==> config.mk <==
export PLATFORM = sky130hd
export DESIGN_NAME = dual_8bit_composite_timer
export DESIGN_NICKNAME = d
export VERILOG_FILES = /design/src/hw/timer_pkg.sv /design/src/hw/dual_8bit_composite_timer.sv
export VERILOG_INCLUDE_DIRS = /design/src /design/src/hw
export SDC_FILE = /design/constraint.sdc
export NUM_CORES = 1
export LEC_CHECK = 0
export BUFFER_PORTS_ARGS = -buffer_cell sky130_fd_sc_hd__buf_2
export CAP_MARGIN = 20
export CORE_MARGIN = 10
export CORE_UTILIZATION = 25
export CTS_BUF_LIST = sky130_fd_sc_hd__clkbuf_16
export DETAILED_ROUTE_END_ITERATION = 16
export SYNTH_ARGS = -nofsm -noshare
export SYNTH_HDL_FRONTEND = slang
export SYNTH_SLANG_ARGS = --single-unit
==> constraint.sdc <==
create_clock -name clk_sys -period 6.7 [get_ports clk_sys]
set_input_delay 0.335 -clock clk_sys [delete_from_list [all_inputs] [get_ports clk_sys]]
set_output_delay 0.335 -clock clk_sys [all_outputs]
set_load 0.01 [all_outputs]
==> src/hw/dual_timer_consts.svh <==
`ifndef DUAL_TIMER_CONSTS_SVH
`define DUAL_TIMER_CONSTS_SVH

// ****************************************
// register offsets
// ****************************************
`define OFS_LO_CTRL_A 4'h0
`define OFS_HI_CTRL_A 4'h1
`define OFS_LO_CTRL_B 4'h2
`define OFS_HI_CTRL_B 4'h3
`define OFS_LO_DATA 4'h4
`define OFS_HI_DATA 4'h5
`define OFS_PAIR_MODE 4'h6

// ****************************************
// reset values and fields
// ****************************************
`define REG_RST 8'h00
`define FLAG_BIT 2
`define CLK_SEL_EXT 3'h7
`define FILT_OFF 2'h0
`define FILT_REJ_H 2'h1
`define FILT_REJ_L 2'h2
`define FILT_REJ_HL 2'h3
`define CNT8_TOP 16'h00FF
`define CNT16_TOP 16'hFFFF

// ****************************************
// timing
// ****************************************
`define FILT_LEN 4

`endif

==> src/hw/timer_pkg.sv <==
package timer_pkg;

  typedef enum logic [2:0] {
    MODE_ONESHOT = 3'h0,
    MODE_CONT = 3'h1,
    MODE_FREE = 3'h2,
    MODE_PWM_FIX = 3'h3,
    MODE_PWM_VAR = 3'h4,
    MODE_PULSE = 3'h5,
    MODE_CAP_CLR = 3'h6,
    MODE_CAP_FREE = 3'h7
  } mode_t;

  typedef enum logic [2:0] {
    ST_IDLE = 3'h1,
    ST_WAIT = 3'h2,
    ST_RUN = 3'h4
  } runState_t;

  typedef struct packed {
    logic rsv;
    logic ie;
    logic [2:0] clkSel;
    mode_t mode;
  } ctrlA_t;

  typedef struct packed {
    logic [2:0] rsv;
    logic [1:0] edgeSel;
    logic flag;
    logic oe;
    logic start;
  } ctrlB_t;

  typedef struct packed {
    logic [1:0] rsv;
    logic hiLvl;
    logic loLvl;
    logic srcSerial;
    logic cascade;
    logic [1:0] filt;
  } pairMode_t;

endpackage

==> src/hw/dual_8bit_composite_timer.sv <==
// The placing of the registers and strobed register access are this design's own decisions.
`timescale 1ns/1ps
`include "dual_timer_consts.svh"
module dual_8bit_composite_timer #(
  parameter int CHANNEL = 0,
  parameter int FILT_LEN = `FILT_LEN
) (
  // clock and reset
  input wire logic clk_sys,
  input wire logic rst_n,
  // register port
  input wire logic [3:0] regAddr,
  input wire logic [7:0] regWdata,
  input wire logic regWr,
  input wire logic regRd,
  output logic [7:0] regRdata,
  // prescaler ticks, taps 0..5 machine clock, 6 time-base
  input wire logic [6:0] presTick,
  // inputs
  input wire logic extIn,
  input wire logic serialIn,
  // pins and requests
  output logic [1:0] pinOut,
  output logic [1:0] pinOe,
  output logic [1:0] irq
);

  // ****************************************
  // state
  // ****************************************
  timer_pkg::ctrlA_t [1:0] ctrlA, next_ctrlA;
  timer_pkg::ctrlB_t [1:0] ctrlB, next_ctrlB;
  timer_pkg::pairMode_t pairMode, next_pairMode;
  timer_pkg::runState_t [1:0] st, next_st;
  logic [1:0][7:0] cnt, next_cnt, dataReg, next_dataReg, latch, next_latch;
  logic [1:0] outLvl, next_outLvl, prevIn, next_prevIn;
  logic [FILT_LEN-1:0] hist, next_hist;
  logic extFilt, next_extFilt, prevExt, next_prevExt;
  logic [7:0] next_regRdata;
  logic casc, serialSrc, extRise;
  logic [1:0] unitIn, rise, fall, tk, evStart, evEnd, evCap;
  function automatic logic isMeasure(timer_pkg::mode_t m);
    return m inside {timer_pkg::MODE_PULSE, timer_pkg::MODE_CAP_CLR, timer_pkg::MODE_CAP_FREE};
  endfunction
  function automatic logic isCapture(timer_pkg::mode_t m);
    return m inside {timer_pkg::MODE_CAP_CLR, timer_pkg::MODE_CAP_FREE};
  endfunction
  function automatic logic selTick(timer_pkg::ctrlA_t a, logic [6:0] taps, logic er);
    if (a.clkSel == `CLK_SEL_EXT) begin
      return er && !isMeasure(a.mode);
    end
    return taps[a.clkSel];
  endfunction
  // ****************************************
  // input routing and edges
  // ****************************************
  assign casc = pairMode.cascade && ctrlA[0].mode != timer_pkg::MODE_PWM_VAR;
  assign serialSrc = (CHANNEL == 1) ? 1'b0 : serialIn;
  assign unitIn[0] = pairMode.srcSerial ? serialSrc : extFilt;
  assign unitIn[1] = extFilt;
  assign rise = unitIn & ~prevIn;
  assign fall = ~unitIn & prevIn;
  assign extRise = extFilt & ~prevExt;
  always_comb begin
    for (int u = 0; u < 2; u++) begin
      tk[u] = selTick(ctrlA[u], presTick, extRise);
      evStart[u] = ctrlB[u].edgeSel[0] ? fall[u] : rise[u];
      if (ctrlB[u].edgeSel[1]) begin
        evEnd[u] = evStart[u];
        evCap[u] = rise[u] | fall[u];
      end else begin
        evEnd[u] = ctrlB[u].edgeSel[0] ? rise[u] : fall[u];
        evCap[u] = evStart[u];
      end
    end
  end
  // ****************************************
  // noise filter
  // ****************************************
  always_comb begin
    next_hist = {hist[FILT_LEN-2:0], extIn};
    next_prevExt = extFilt;
    next_extFilt = extFilt;
    unique case (pairMode.filt)
      `FILT_OFF: next_extFilt = extIn;
      `FILT_REJ_H: begin
        if (&hist) next_extFilt = 1'b1;
        else if (!hist[0]) next_extFilt = 1'b0;
      end
      `FILT_REJ_L: begin
        if (~|hist) next_extFilt = 1'b0;
        else if (hist[0]) next_extFilt = 1'b1;
      end
      `FILT_REJ_HL: begin
        if (&hist) next_extFilt = 1'b1;
        else if (~|hist) next_extFilt = 1'b0;
      end
    endcase
  end
  always_ff @(posedge clk_sys) begin
    if (!rst_n) begin
      hist <= '0;
      extFilt <= 1'b0;
      prevExt <= 1'b0;
    end else begin
      hist <= next_hist;
      extFilt <= next_extFilt;
      prevExt <= next_prevExt;
    end
  end
  // ****************************************
  // registers and counters
  // ****************************************
  always_comb begin
    logic [15:0] v, cmp, top, nv;
    logic wide, hit, capt, reload, lvl;
    timer_pkg::mode_t md;
    v = '0;
    cmp = '0;
    top = '0;
    nv = '0;
    wide = 1'b0;
    hit = 1'b0;
    capt = 1'b0;
    reload = 1'b0;
    lvl = 1'b0;
    md = timer_pkg::MODE_ONESHOT;
    next_ctrlA = ctrlA;
    next_ctrlB = ctrlB;
    next_pairMode = pairMode;
    next_st = st;
    next_cnt = cnt;
    next_dataReg = dataReg;
    next_latch = latch;
    next_outLvl = outLvl;
    next_prevIn = unitIn;
    next_regRdata = 8'h00;
    if (regWr) begin
      unique case (regAddr)
        `OFS_LO_CTRL_A: next_ctrlA[0] = regWdata;
        `OFS_HI_CTRL_A: next_ctrlA[1] = regWdata;
        `OFS_LO_CTRL_B, `OFS_HI_CTRL_B: begin
          next_ctrlB[regAddr[0]] = regWdata;
          next_ctrlB[regAddr[0]].flag = ctrlB[regAddr[0]].flag & regWdata[`FLAG_BIT];
        end
        `OFS_LO_DATA: next_dataReg[0] = regWdata;
        `OFS_HI_DATA: next_dataReg[1] = regWdata;
        `OFS_PAIR_MODE: next_pairMode = regWdata;
        default: ;
      endcase
      next_ctrlA[0].rsv = 1'b0;
      next_ctrlA[1].rsv = 1'b0;
      next_ctrlB[0].rsv = '0;
      next_ctrlB[1].rsv = '0;
      next_pairMode.rsv = '0;
      next_pairMode.loLvl = 1'b0;
      next_pairMode.hiLvl = 1'b0;
    end
    if (regRd) begin
      unique case (regAddr)
        `OFS_LO_CTRL_A: next_regRdata = ctrlA[0];
        `OFS_HI_CTRL_A: next_regRdata = ctrlA[1];
        `OFS_LO_CTRL_B: next_regRdata = ctrlB[0];
        `OFS_HI_CTRL_B: next_regRdata = ctrlB[1];
        `OFS_LO_DATA: next_regRdata = dataReg[0];
        `OFS_HI_DATA: next_regRdata = dataReg[1];
        `OFS_PAIR_MODE: next_regRdata = {2'b00, outLvl[1], outLvl[0], pairMode[3:0]};
        default: next_regRdata = 8'h00;
      endcase
    end
    for (int u = 0; u < 2; u++) begin
      if (!(u == 1 && casc)) begin
        wide = casc && u == 0;
        md = ctrlA[u].mode;
        v = wide ? {cnt[1], cnt[0]} : {8'h00, cnt[u]};
        cmp = wide ? {latch[1], latch[0]} : {8'h00, latch[u]};
        top = wide ? `CNT16_TOP : `CNT8_TOP;
        nv = v;
        hit = 1'b0;
        capt = 1'b0;
        reload = 1'b0;
        lvl = outLvl[u];
        if (!next_ctrlB[u].start) begin
          next_st[u] = timer_pkg::ST_IDLE;
        end else if (st[u] == timer_pkg::ST_IDLE) begin
          nv = '0;
          reload = 1'b1;
          next_st[u] = (md == timer_pkg::MODE_PULSE) ? timer_pkg::ST_WAIT : timer_pkg::ST_RUN;
          if (md == timer_pkg::MODE_PULSE) lvl = 1'b0;
        end else begin
          unique case (md)
            timer_pkg::MODE_ONESHOT, timer_pkg::MODE_CONT, timer_pkg::MODE_FREE: begin
              if (tk[u]) begin
                nv = (v + 16'h0001) & top;
                reload = (v == top);
                if (v == cmp) begin
                  hit = 1'b1;
                  lvl = ~outLvl[u];
                  if (md == timer_pkg::MODE_ONESHOT) begin
                    nv = v;
                    next_ctrlB[u].start = 1'b0;
                    next_st[u] = timer_pkg::ST_IDLE;
                  end else if (md == timer_pkg::MODE_CONT) begin
                    nv = '0;
                    reload = 1'b1;
                  end
                end
              end
            end
            timer_pkg::MODE_PWM_FIX: begin
              lvl = v < cmp;
              if (tk[u]) begin
                nv = (v + 16'h0001) & top;
                reload = (v == top);
              end
            end
            timer_pkg::MODE_PWM_VAR: begin
              if (u == 0) begin
                lvl = v >= {8'h00, latch[1]};
                if (tk[u]) begin
                  nv = (v >= cmp) ? 16'h0000 : v + 16'h0001;
                  reload = (v >= cmp);
                  hit = reload;
                end
              end
            end
            timer_pkg::MODE_PULSE: begin
              if (st[u] == timer_pkg::ST_WAIT) begin
                if (evStart[u]) begin
                  nv = '0;
                  next_st[u] = timer_pkg::ST_RUN;
                  lvl = 1'b1;
                end
              end else begin
                if (tk[u]) nv = (v + 16'h0001) & top;
                if (evEnd[u]) begin
                  capt = 1'b1;
                  hit = 1'b1;
                  if (ctrlB[u].edgeSel[1]) begin
                    nv = '0;
                  end else begin
                    next_st[u] = timer_pkg::ST_WAIT;
                    lvl = 1'b0;
                  end
                end
              end
            end
            timer_pkg::MODE_CAP_CLR: begin
              if (evCap[u]) begin
                capt = 1'b1;
                hit = 1'b1;
                nv = '0;
              end else if (tk[u]) begin
                nv = (v + 16'h0001) & top;
              end
            end
            timer_pkg::MODE_CAP_FREE: begin
              capt = evCap[u];
              hit = evCap[u];
              if (tk[u]) nv = (v + 16'h0001) & top;
            end
          endcase
        end
        next_outLvl[u] = lvl;
        if (hit) next_ctrlB[u].flag = 1'b1;
        if (wide) begin
          next_cnt[1] = nv[15:8];
          next_cnt[0] = nv[7:0];
        end else begin
          next_cnt[u] = nv[7:0];
        end
        if (capt) begin
          next_dataReg[u] = v[7:0];
          if (wide) next_dataReg[1] = v[15:8];
        end
        if (reload) begin
          next_latch[u] = dataReg[u];
          if (wide || md == timer_pkg::MODE_PWM_VAR) next_latch[1] = dataReg[1];
        end
      end
    end
  end
  always_ff @(posedge clk_sys) begin
    if (!rst_n) begin
      ctrlA <= {`REG_RST, `REG_RST};
      ctrlB <= {`REG_RST, `REG_RST};
      pairMode <= `REG_RST;
      st <= {timer_pkg::ST_IDLE, timer_pkg::ST_IDLE};
      cnt <= '0;
      dataReg <= '0;
      latch <= '0;
      outLvl <= '0;
      prevIn <= '0;
      regRdata <= 8'h00;
    end else begin
      ctrlA <= next_ctrlA;
      ctrlB <= next_ctrlB;
      pairMode <= next_pairMode;
      st <= next_st;
      cnt <= next_cnt;
      dataReg <= next_dataReg;
      latch <= next_latch;
      outLvl <= next_outLvl;
      prevIn <= next_prevIn;
      regRdata <= next_regRdata;
    end
  end
  // ****************************************
  // pins and requests
  // ****************************************
  always_comb begin
    for (int u = 0; u < 2; u++) begin
      pinOut[u] = outLvl[u];
      pinOe[u] = ctrlB[u].oe && !isCapture(ctrlA[u].mode);
      irq[u] = ctrlB[u].flag && ctrlA[u].ie;
    end
  end
  // ****************************************
  // checks
  // ****************************************
  logic loRun;
  assign loRun = st[0] == timer_pkg::ST_RUN && ctrlB[0].start && !casc && !regWr;
endmodule

==> summary.md, run 1 <==
| Metric | Value |
|---|---|
| Area growth from synthesis to layout | `10.6%` |
| Initial antenna violation count | `0` |
| Cts repair resizes | `0` |
| IO Port Bufs | `38` |
| Root buffer cell | `clkbuf_16` |
| Worst-Margin Slew | `1010 ps` |
| Setup Fix Bufs, Post-CTS | `0` |
| Crit path launch type | `flip-flop` |
| Synth top area cells | `dfxtp_1, mux2i_1, ha_1` |
| Routed via count | `6,731` |
| Peak supply drop | `0.109 mV` |
| Worst hold slack | `194 ps` |
| Max Cap Viol | `0` |
| Final core utilization | `0.283` |
| Clock Latency Late Sink | `360 ps` |
| Worst Hold Class | `primary input to flip-flop` |
| Area share of the largest cell type after synthesis | `0.285` |
| Antenna Nets Post-Route | `0` |
| First-pass detailed-route iteration total | `5` |
| Dpl hpwl | `17.8 mm` |
| CTS clk-pin slew, worst paths | `80 ps` |
| CP dominant cell by count | `and4_1` |
| CTS tree | `done` |
| Synth Area per Inst | `7.80 um^2` |
| Gr usage total | `0.134` |
| Syn_nets | `953` |
| GP Congestion | `0.964` |
| Post-synth top area cell | `dfxtp_1` |
| Final-stage net count | `955` |
| Clk_skew | `8.87 ps` |
| CP max-delay cell | `dfxtp_1` |
| CP max stage delay | `720 ps` |
| Iteration-0 DRC Markers | `759` |
| Required @ worst endpoint | `6920 ps` |
| # clock sinks | `99` |
| Die height | `187 um` |
| Cts bufs inserted | `9` |
| Power Dens Cells | `157 mW/mm^2` |
| CP Cell Sequence | `or3b_1, and2_4, nand2_1, ha_1, and4_1, and4_1, nand4_1, nor3_1, a21oi_1, a41oi_1, a311oi_1` |
| EDFF count, synth | `0` |
| Slew margin rel. | `0.325` |
| Layout cells sized above 1 | `0.0992` |
| Initial core utilization | `0.256` |
| FILL cells | `3,009` |
| Outcome | `complete, no violations` |
| Largest net degree at the start of global routing | `60` |
| Core box area | `0.0272 mm^2` |
| Global route overflow | `0` |
| Critical path arrival | `4380 ps` |
| Die Width | `187 um` |
| Drt total wl | `23.8 mm` |
| Pins Over Slew Limit | `0` |
| Mapped Area | `0.00695 mm^2` |
| Fraction of the cycle the final worst path needs | `0.620` |
| Clock Tree Buf Depth | `2` |
| Cts hold-fix bufs | `0` |
| Hold Vio Cnt, Final | `0` |
| Ys flop type | `dfxtp_1` |
| Row cnt | `60` |
| Max FO, Critical Path | `20` |
| Vias in the first global route | `6,383` |
| Full die area | `0.0349 mm^2` |
| Setup TNS | `0 ps` |
| Top-Level Pins | `39` |
| First-pass GRT wire length | `37.8 mm` |
| Post-Syn Instances | `891` |
| DRC Markers | `0` |
| Critical Path Sink Type | `flip-flop` |
| Cell variety after synth | `76` |
| Fmax | `0.241 GHz` |
| N_diodes | `0` |
| Crit path kind | `flip-flop to flip-flop` |
| Async SR Flop Fraction | `0` |
| Sequential cell area fraction in the yosys report | `0.285` |
| Flops & latches, synth | `99` |
| Total power draw | `1210 uW` |
| Final min period | `4160 ps` |
| WL/cell | `18.8 um` |
| H-tree levels | `3` |
| Synth warnings | `0` |
| Drt via density | `5.30` |
| Setup violators final | `0` |
| P_leak | `0.00285 uW` |
| RSZ-0062 raised after global routing | `false` |
-- state kept, by name (all words and copies together), names as in the netlist, 2 cells and up, named ones only --
signal    cells
pairMode      4
regRdata      8
hist          4
pinOut        2
dataReg      16
latch        16
ctrlA        14
ctrlB         4
cnt          16
st            6
-- logic make-up after synthesis --
logic type / count (synthesis) / share of synthesized area
simple gates: 346 / 0.244
compound gates: 244 / 0.231
flops: 99 / 0.285
buf+inv: 90 / 0.0531
mux: 70 / 0.114
fa+ha+maj: 37 / 0.0666
xor+xnor: 5 / 0.00630
-- worst paths after layout --
path | start | to | slack (ps) | cells after the start
hold reg to reg | dataReg[9] | latch[9] | 470 | 2
setup / recovery | ctrlA[1] | cnt[6] | 2540 | 11
setup reg to reg | ctrlA[1] | cnt[6] | 2540 | 11
hold / removal | extIn | hist[0] | 190 | 2
-- power by group --
part,switching (uW),internal [uW],leakage (uW)
clock network,253,254,0.000128
registers,7.83,593,0.000799
logic,67.0,33.2,0.00192
total,328,881,0.00285
-- cell type report --
type / count / area, um^2 / share of cell area
clock buffers: 9 / 225 / 0.0293
clock inverters: 6 / 47.5 / 0.00618
inverters: 38 / 143 / 0.0186
multi-input cells: 702 / 4600 / 0.598
flip-flops and latches: 99 / 1980 / 0.258
well taps: 372 / 465 / 0.0605
repair buffers: 43 / 228 / 0.0296
-- per-layer routing --
layer	up-vias	track usage	routed length, um
li1	3264	-	-
met1	3164	0.184	11000
met2	264	0.212	10900
met3	39	0.0223	1540
met4	0	0.0344	437
met5	-	0	0
-- metrics by stage --
step                      instances  cell area, um^2  worst slack [ps]
after detailed placement       1254             7410              2640
after CTS                      1269             7690              2630
after global placement         1254             7410              2700
after floorplan                 891             6950              3170
after global routing           1269             7690              2180
final                          1269             7690              2540
-- synth_stat cells, drive strengths merged, types with 3 or more instances --
cell type,count
nand2,115
dfxtp,99
a21oi,86
nor2,79
mux2i,56
o21ai,47
clkbuf,38
ha,37
inv,37
nand3,37
a211oi,22
and2,18
nand2b,16
buf,14
nand4,12
nor3,12
a31oi,11
and3,11
nor2b,10
a311oi,9
mux2,9
o211ai,9
o22ai,7
and4,6
nor3b,6
a211o,5
mux4,5
a21o,4
a221oi,4
a41oi,4
nor4,4
or2,4
xnor2,4
a31o,3
nand4b,3
o2111ai,3
o21bai,3
o221ai,3
o31ai,3
or3,3
-- cells in the final DEF, fill, tap and decap left out, types with 5 or more instances in the layout --
master,netlist,routed
mux2_2,8,8
ha_1,37,37
a311oi_1,9,9
and3_1,11,11
and4_1,6,6
nor2_1,79,79
a31oi_1,9,9
a211o_1,5,5
and2_1,16,16
dfxtp_1,99,99
mux4_2,5,5
inv_1,37,37
o22ai_1,7,7
nand2_1,114,114
a21oi_1,85,85
o211ai_1,9,9
a211oi_1,22,22
nor3_1,12,12
nor2b_1,10,10
mux2i_1,55,55
o21ai_0,42,42
o21ai_1,5,5
nand2b_1,16,16
nand4_1,12,12
buf_4,0,5
clkbuf_16,0,9
nand3_1,36,36
nor3b_1,5,5
buf_2,7,38
-- critical path, delay by kind of cell (launching register included) --
kind | cells | cell delay (ps)
compound gates | 3 | 750
flops | 1 | 720
fa+ha+maj | 1 | 320
simple gates | 7 | 2220
Power figures use the tool's default switching activity.
==> inputs of run 2 (changes only) <==
Clock period 6.7 ns to 4 ns, I/O delays scaled along.
==> run 2 against run 1 <==
Die area unchanged. First-iteration DRC count down 26%. Global-route usage up 0.25 points. Clock skew up 3.9 ps. Clock power up 76%. Final cell count up 2.0%. Largest power group unchanged. Power up 71%. Maximum frequency up 13%. Clock-buffer cell count unchanged. Sequential power up 66%.
==> summary.md, run 2 (synthesized netlist as in run 1, its figures left out) <==
| Metric | Value |
|---|---|
| Setup Fix Bufs, Post-CTS | `0 (unchanged)` |
| Stages on worst setup path | `13 (+2)` |
| Setup TNS | `0 ps (unchanged)` |
| Required @ worst endpoint | `4220 ps (-2700 ps)` |
| R2R depth | `13 (+2)` |
| Slew margin rel. | `0.518 (+0.193)` |
| Biggest regs | `cnt: 16 flops, dataReg: 16 flops, latch: 16 flops` |
| Most frequent cells in the layout | `nand2_1, dfxtp_1, a21oi_1, nor2_1, mux2i_1` |
| R2R Setup Slk | `310 ps (-2230 ps)` |
| Routed via count | `7,033 (+4.5%)` |
| CP dominant cell by count | `and4_1` |
| Fraction of the cycle the final worst path needs | `0.921 (+0.301)` |
| CP startpoint | `ctrlA[2]` |
| Clock Latency Late Sink | `360 ps (about the same)` |
| CP max stage delay | `470 ps (-250 ps)` |
| Setup violators final | `0 (unchanged)` |
| Initial antenna violation count | `0 (unchanged)` |
| Final Non-Filler Cells | `1,295 (+2.0%)` |
| Top delay family on crit path | `simple AND/OR/NAND/NOR gates` |
| Clock Tree Buf Depth | `2 (unchanged)` |
| Number of stages on the worst hold path | `2 (unchanged)` |
| Fmax | `0.271 GHz (+13%)` |
| Global route overflow | `0 (unchanged)` |
| Die height | `187 um (unchanged)` |
| P_leak | `0.00299 uW (+5.1%)` |
| Outcome | `complete, no violations` |
| Total power draw | `2070 uW (+71%)` |
| Drt via density | `5.43 (+2.4%)` |
| Pins Over Slew Limit | `0 (unchanged)` |
| Worst-Margin Slew | `721 ps (-284 ps)` |
| First-pass GRT wire length | `38.5 mm (+1.9%)` |
| GP Congestion | `0.987 (+2.4%)` |
| Final-stage net count | `980 (+2.6%)` |
| Most common cell after layout, fill and taps aside | `nand2_1` |
| FILL cells | `3,023 (+0.47%)` |
| Crit path launch type | `flip-flop` |
| Max FO, Critical Path | `20 (unchanged)` |
| Largest net degree at the start of global routing | `56 (-6.7%)` |
| Cts bufs inserted | `9 (unchanged)` |
| # clock sinks | `99 (unchanged)` |
| CTS clk-pin slew, worst paths | `80 ps (about the same)` |
| Peak supply drop | `0.200 mV (+84%)` |
| Top-Level Pins | `39 (unchanged)` |
| Dpl hpwl | `18.4 mm (+3.5%)` |
| H-tree levels | `3 (unchanged)` |
| CP max-delay cell | `or3b_1` |
| Dpl cells | `1,279 (+2.0%)` |
| Iteration-0 DRC Markers | `564 (-26%)` |
| IO Port Bufs | `38 (unchanged)` |
| Hold Vio Cnt, Final | `0 (unchanged)` |
| Vias in the first global route | `6,547 (+2.6%)` |
| Layout cells sized above 1 | `0.125 (+0.0254)` |
| Core box area | `0.0272 mm^2 (unchanged)` |
| Initial core utilization | `0.256 (unchanged)` |
| Antenna Nets Post-Route | `0 (unchanged)` |
| Gr usage total | `0.136 (+0.00246)` |
| Cts hold-fix bufs | `0 (unchanged)` |
| Critical path arrival | `3900 ps (-480 ps)` |
| CP Cell Sequence | `or3b_1, and2_4, nand2_1, inv_1, ha_1, and4_1, and4_1, nand4_1, o21a_1, nand2b_1, and3_1, o21ai_1, a311oi_1` |
| Worst Hold Class | `primary input to flip-flop` |
| HP Start | `extIn` |
| Final instance area | `0.00790 mm^2 (+2.8%)` |
| Die Width | `187 um (unchanged)` |
| Cts repair resizes | `0 (unchanged)` |
| Row cnt | `60 (unchanged)` |
| Buffers and inverters on the worst path | `1 (+1)` |
| Crit path kind | `flip-flop to flip-flop` |
| Drt total wl | `24.6 mm (+3.4%)` |
| Final min period | `3690 ps (-472 ps)` |
| Worst reg2reg path startpoint | `ctrlA[2]` |
| Full die area | `0.0349 mm^2 (unchanged)` |
| Critical Path Sink Type | `flip-flop` |
| Clk_skew | `12.8 ps (+3.92 ps)` |
| Max Cap Viol | `0 (unchanged)` |
| N_diodes | `0 (unchanged)` |
| RSZ-0062 raised after global routing | `false` |
| Placed Area | `0.00760 mm^2 (+2.5%)` |
| First-pass detailed-route iteration total | `5 (unchanged)` |
| Area growth from synthesis to layout | `13.7%` |
| DRC Markers | `0 (unchanged)` |
| WL/cell | `19.0 um (+1.3%)` |
| Root buffer cell | `clkbuf_16` |
| Power Dens Cells | `262 mW/mm^2 (+67%)` |
| CTS tree | `done` |
run 2: per-layer routing:
metal	GRT usage	part of all wire
met3	0.0223	0.068
met2	0.214	0.45
met1	0.184	0.46
met4	0.0478	0.029
met5	0	0
run 2: final timing paths:
| path | endpoint |
|---|---|
| setup reg to reg | cnt[4] |
| hold reg to reg | ctrlA[14] |
| hold / removal | hist[0] |
| setup / recovery | cnt[4] |
run 2: power by group:
part / leakage, uW / switching [uW] / internal [uW] / total (uW)
logic: 0.00205 / 117 / 57.8 / 174
registers: 0.000799 / 11.2 / 994 / 1000
clock network: 0.000145 / 451 / 440 / 892
run 2: layout make-up:
cell class,instances,area (um^2),share of cell area
clock inverter,7,72.6,0.00919
multi-input combinational,702,4600,0.582
inverter,38,143,0.0181
sequential,99,1980,0.251
clock buffer,9,225,0.0285
tap,372,465,0.0589
timing repair buffer,68,415,0.0526
run 2: through the flow:
stage | hold WS (ps) | util | worst slack [ps]
after CTS | 52.3 | 0.291 | 390
after detailed placement | 436 | 0.280 | 409
after global placement | 431 | 0.280 | 530
after floorplan | 322 | - | 465
final | 57.8 | 0.291 | 315
after global routing | 65.6 | 0.291 | 111
==> inputs of run 3 (changes only) <==
Settings changed: ABC_AREA set to 1.
==> run 3 against run 2 <==
Non-clock buffer count shrank 26. Clock skew shrank 2.9 ps. Power grew 11%. Sequential cell count is the same. Worst hold slack lost 19 ps. First-iteration DRC count grew 31%. Critical path type unchanged. Largest cell class unchanged. Highest routed layer unchanged.
==> summary.md, run 3 <==
| Metric | Value |
|---|---|
| CP dominant cell by count | `nand2_1` |
| Required @ worst endpoint | `4250 ps (+30 ps)` |
| Largest net degree at the start of global routing | `42 (-25%)` |
| Peak supply drop | `0.207 mV (+3.7%)` |
| Post-synth top area cell | `dfxtp_1` |
| Initial antenna violation count | `0 (unchanged)` |
| Async SR Flop Fraction | `0 (unchanged)` |
| Dpl hpwl | `20.9 mm (+14%)` |
| Sequential cell area fraction in the yosys report | `0.268 (-0.0169)` |
| Worst Hold Class | `primary input to flip-flop` |
| Root buffer cell | `clkbuf_16` |
| Area growth from synthesis to layout | `11.4%` |
| Initial core utilization | `0.255 (-0.000409)` |
| Compound-cell area share of the yosys netlist | `0.213 (-0.0178)` |
| IO Port Bufs | `38 (unchanged)` |
| Synth Area in Simple Gates | `0.328 (+0.0836)` |
| Top delay family on crit path | `simple AND/OR/NAND/NOR gates` |
| Syn_nets | `1,171 (+23%)` |
| Full die area | `0.0368 mm^2 (+5.6%)` |
| Die Width | `192 um (+2.8%)` |
| Synth warnings | `0 (unchanged)` |
| Top-Level Pins | `39 (unchanged)` |
| Clk_skew | `9.89 ps (-2.89 ps)` |
| CTS tree | `done` |
| Mapped Area | `0.00739 mm^2 (+6.3%)` |
| GP Congestion | `1.03 (+4.0%)` |
| Switching pwr | `747 uW (+29%)` |
| Fmax | `0.294 GHz (+8.4%)` |
| Adder-Cell Fraction of Synth Area | `0.0627 (-0.00395)` |
| Power Dens Cells | `279 mW/mm^2 (+6.5%)` |
| Power share of the combinational group | `0.156 (+0.072)` |
| Slew margin rel. | `0.418 (-0.100)` |
| Buffers and inverters on the worst path | `3 (+2)` |
| Max Cap Viol | `0 (unchanged)` |
| WL/cell | `17.6 um (-7.6%)` |
| Die height | `192 um (+2.8%)` |
| H-tree levels | `3 (unchanged)` |
| Crit path kind | `flip-flop to flip-flop` |
| Cell variety after synth | `56 (-26%)` |
| Outcome | `complete, no violations` |
| Final-stage net count | `1,195 (+22%)` |
| Synth Area in XOR/XNOR | `0.0119 (+0.00556)` |
| Net Sw Frac | `0.325 (+0.0457)` |
| FILL cells | `3,213 (+6.3%)` |
| Fraction of the cycle the final worst path needs | `0.850 (-0.0712)` |
| CTS clk-pin slew, worst paths | `80 ps (about the same)` |
| Clock Tree Buf Depth | `2 (unchanged)` |
| Layout cells sized above 1 | `0.139 (+0.0142)` |
| CP max-delay cell | `dfxtp_1` |
| Max FO, Critical Path | `15 (-25%)` |
| Drt total wl | `26.7 mm (+8.6%)` |
| Worst hold slack | `38.8 ps (-19.0 ps)` |
| Setup TNS | `0 ps (unchanged)` |
| Post-Syn Instances | `1,109 (+24%)` |
| First-pass GRT wire length | `40.9 mm (+6.2%)` |
| Reg power frac | `0.448 (-0.037)` |
| P_int | `1550 uW (+3.9%)` |
| Main combinational cell family by area after synthesis | `simple AND/OR/NAND/NOR gates` |
| Gr usage total | `0.143 (+0.00667)` |
| Top-count cell post-synth | `nand2_1` |
| Synth top area cells | `dfxtp_1, nand2_1, inv_1` |
| Register Area | `0.00198 mm^2 (unchanged)` |
| Crit path launch type | `flip-flop` |
| Most common cell after layout, fill and taps aside | `nand2_1` |
| Pins Over Slew Limit | `0 (unchanged)` |
| Worst Slack Setup Final | `600 ps (+285 ps)` |
| Clock power frac | `0.396 (-0.035)` |
| Clock Latency Late Sink | `360 ps (about the same)` |
| Global route overflow | `0 (unchanged)` |
| Critical Path Sink Type | `flip-flop` |
| P_leak | `0.00343 uW (+15%)` |
| Core box area | `0.0289 mm^2 (+6.5%)` |
| Hold Vio Cnt, Final | `0 (unchanged)` |
| Critical path arrival | `3650 ps (-250 ps)` |
| Cts hold-fix bufs | `0 (unchanged)` |
| Ys flop type | `dfxtp_1` |
| Multi-input logic area | `0.00458 mm^2 (-0.41%)` |
| First-pass detailed-route iteration total | `5 (unchanged)` |
| Final min period | `3400 ps (-285 ps)` |
| Post-synth top cells | `nand2_1, inv_1, a21oi_1` |
| RSZ-0062 raised after global routing | `false` |
| Mux cell area share after synthesis | `0.00457 (-0.109)` |
| Synth Area per Inst | `6.66 um^2 (-15%)` |
| CP Cell Sequence | `nand2_8, nand2_8, inv_4, nand2_1, inv_1, ha_1, nand2_1, inv_1, nand2_1, nor2_1, nand4_4, o21ai_4, nand3_1, nand4_1, nor2_1, nand3_1, a21oi_1` |
| Worst-Margin Slew | `870 ps (+149 ps)` |
| DRC Markers | `0 (unchanged)` |
| CP max stage delay | `630 ps (+160 ps)` |
| Vias in the first global route | `7,009 (+7.1%)` |
| Most frequent cells in the layout | `nand2_1, inv_1, a21oi_1, nor2_1, dfxtp_1` |
| Antenna Nets Post-Route | `0 (unchanged)` |
| Routed via count | `7,635 (+8.6%)` |
| Biggest regs | `cnt: 16 flops, dataReg: 16 flops, latch: 16 flops` |
| Pre-CTS setup slack | `667 ps (+259 ps)` |
| Flops & latches, synth | `99 (unchanged)` |
| Iteration-0 DRC Markers | `738 (+31%)` |
| Area share of the largest cell type after synthesis | `0.268 (-0.0169)` |
| # clock sinks | `99 (unchanged)` |
| Row cnt | `62 (+3.3%)` |
| Setup violators final | `0 (unchanged)` |
| N_diodes | `0 (unchanged)` |
| Cts bufs inserted | `9 (unchanged)` |
| EDFF count, synth | `0 (unchanged)` |
| Cts repair resizes | `0 (unchanged)` |
| Setup Fix Bufs, Post-CTS | `0 (unchanged)` |
| Drt via density | `5.02 (-7.6%)` |
-- run 3: worst reg2reg max path: cells and delay by family, from the launching register on --
kind | cells | cell delay [ps]
simple gates | 11 | 1690
flops | 1 | 630
buf+inv | 3 | 280
compound gates | 2 | 380
fa+ha+maj | 1 | 310
-- run 3: stage by stage --
stage          instances  total power (uW)  cell area (um^2)   util
3_3_place_gp        1505              1400              7900  0.273
3_5_place_dp        1506              1400              7930  0.274
4_1_cts             1522              2310              8230  0.284
2_1_floorplan       1109              1290              7390      -
6_report            1522              2300              8230  0.284
5_1_grt             1522              2380              8230  0.284
-- run 3: worst paths after layout --
| kind | start | to | slack, ps | cells past startpoint |
|---|---|---|---|---|
| setup / recovery | ctrlA[2] | cnt[0] | 600 | 17 |
| hold / removal | extIn | hist[0] | 40 | 3 |
| setup reg to reg | ctrlA[2] | cnt[0] | 600 | 17 |
| hold reg to reg | hist[1] | hist[2] | 440 | 2 |
-- run 3: metal layers --
metal | up-vias | GRT usage | wire length [um]
met5 | - | 0 | 0
met4 | 0 | 0.0415 | 747
met3 | 48 | 0.0326 | 2210
met2 | 313 | 0.226 | 12000
met1 | 3529 | 0.190 | 11800
li1 | 3745 | - | -
-- run 3: cell families after synthesis --
family / count (synthesis)
AO/OA/AOI/OAI: 268
XOR/XNOR: 10
adder cells (fa/ha/maj): 37
buffers and inverters: 198
flip-flops: 99
multiplexers: 3
AND/OR/NAND/NOR: 494
-- run 3: area by class of cell --
class,count,share of cell area
repair buffers,42,0.0292
well taps,384,0.0584
multi-input cells,812,0.557
clock inverters,7,0.00882
clock buffers,9,0.0274
flip-flops and latches,99,0.241
inverters,169,0.0788
-- run 3: power groups by stage --
stage / clock network [uW] / registers [uW] / logic, uW
global placement: 0 / 1050 / 347
global route: 954 / 1030 / 396
finish: 909 / 1030 / 359
CTS: 922 / 1030 / 354
floorplan: 0 / 1040 / 247
detailed placement: 0 / 1050 / 353
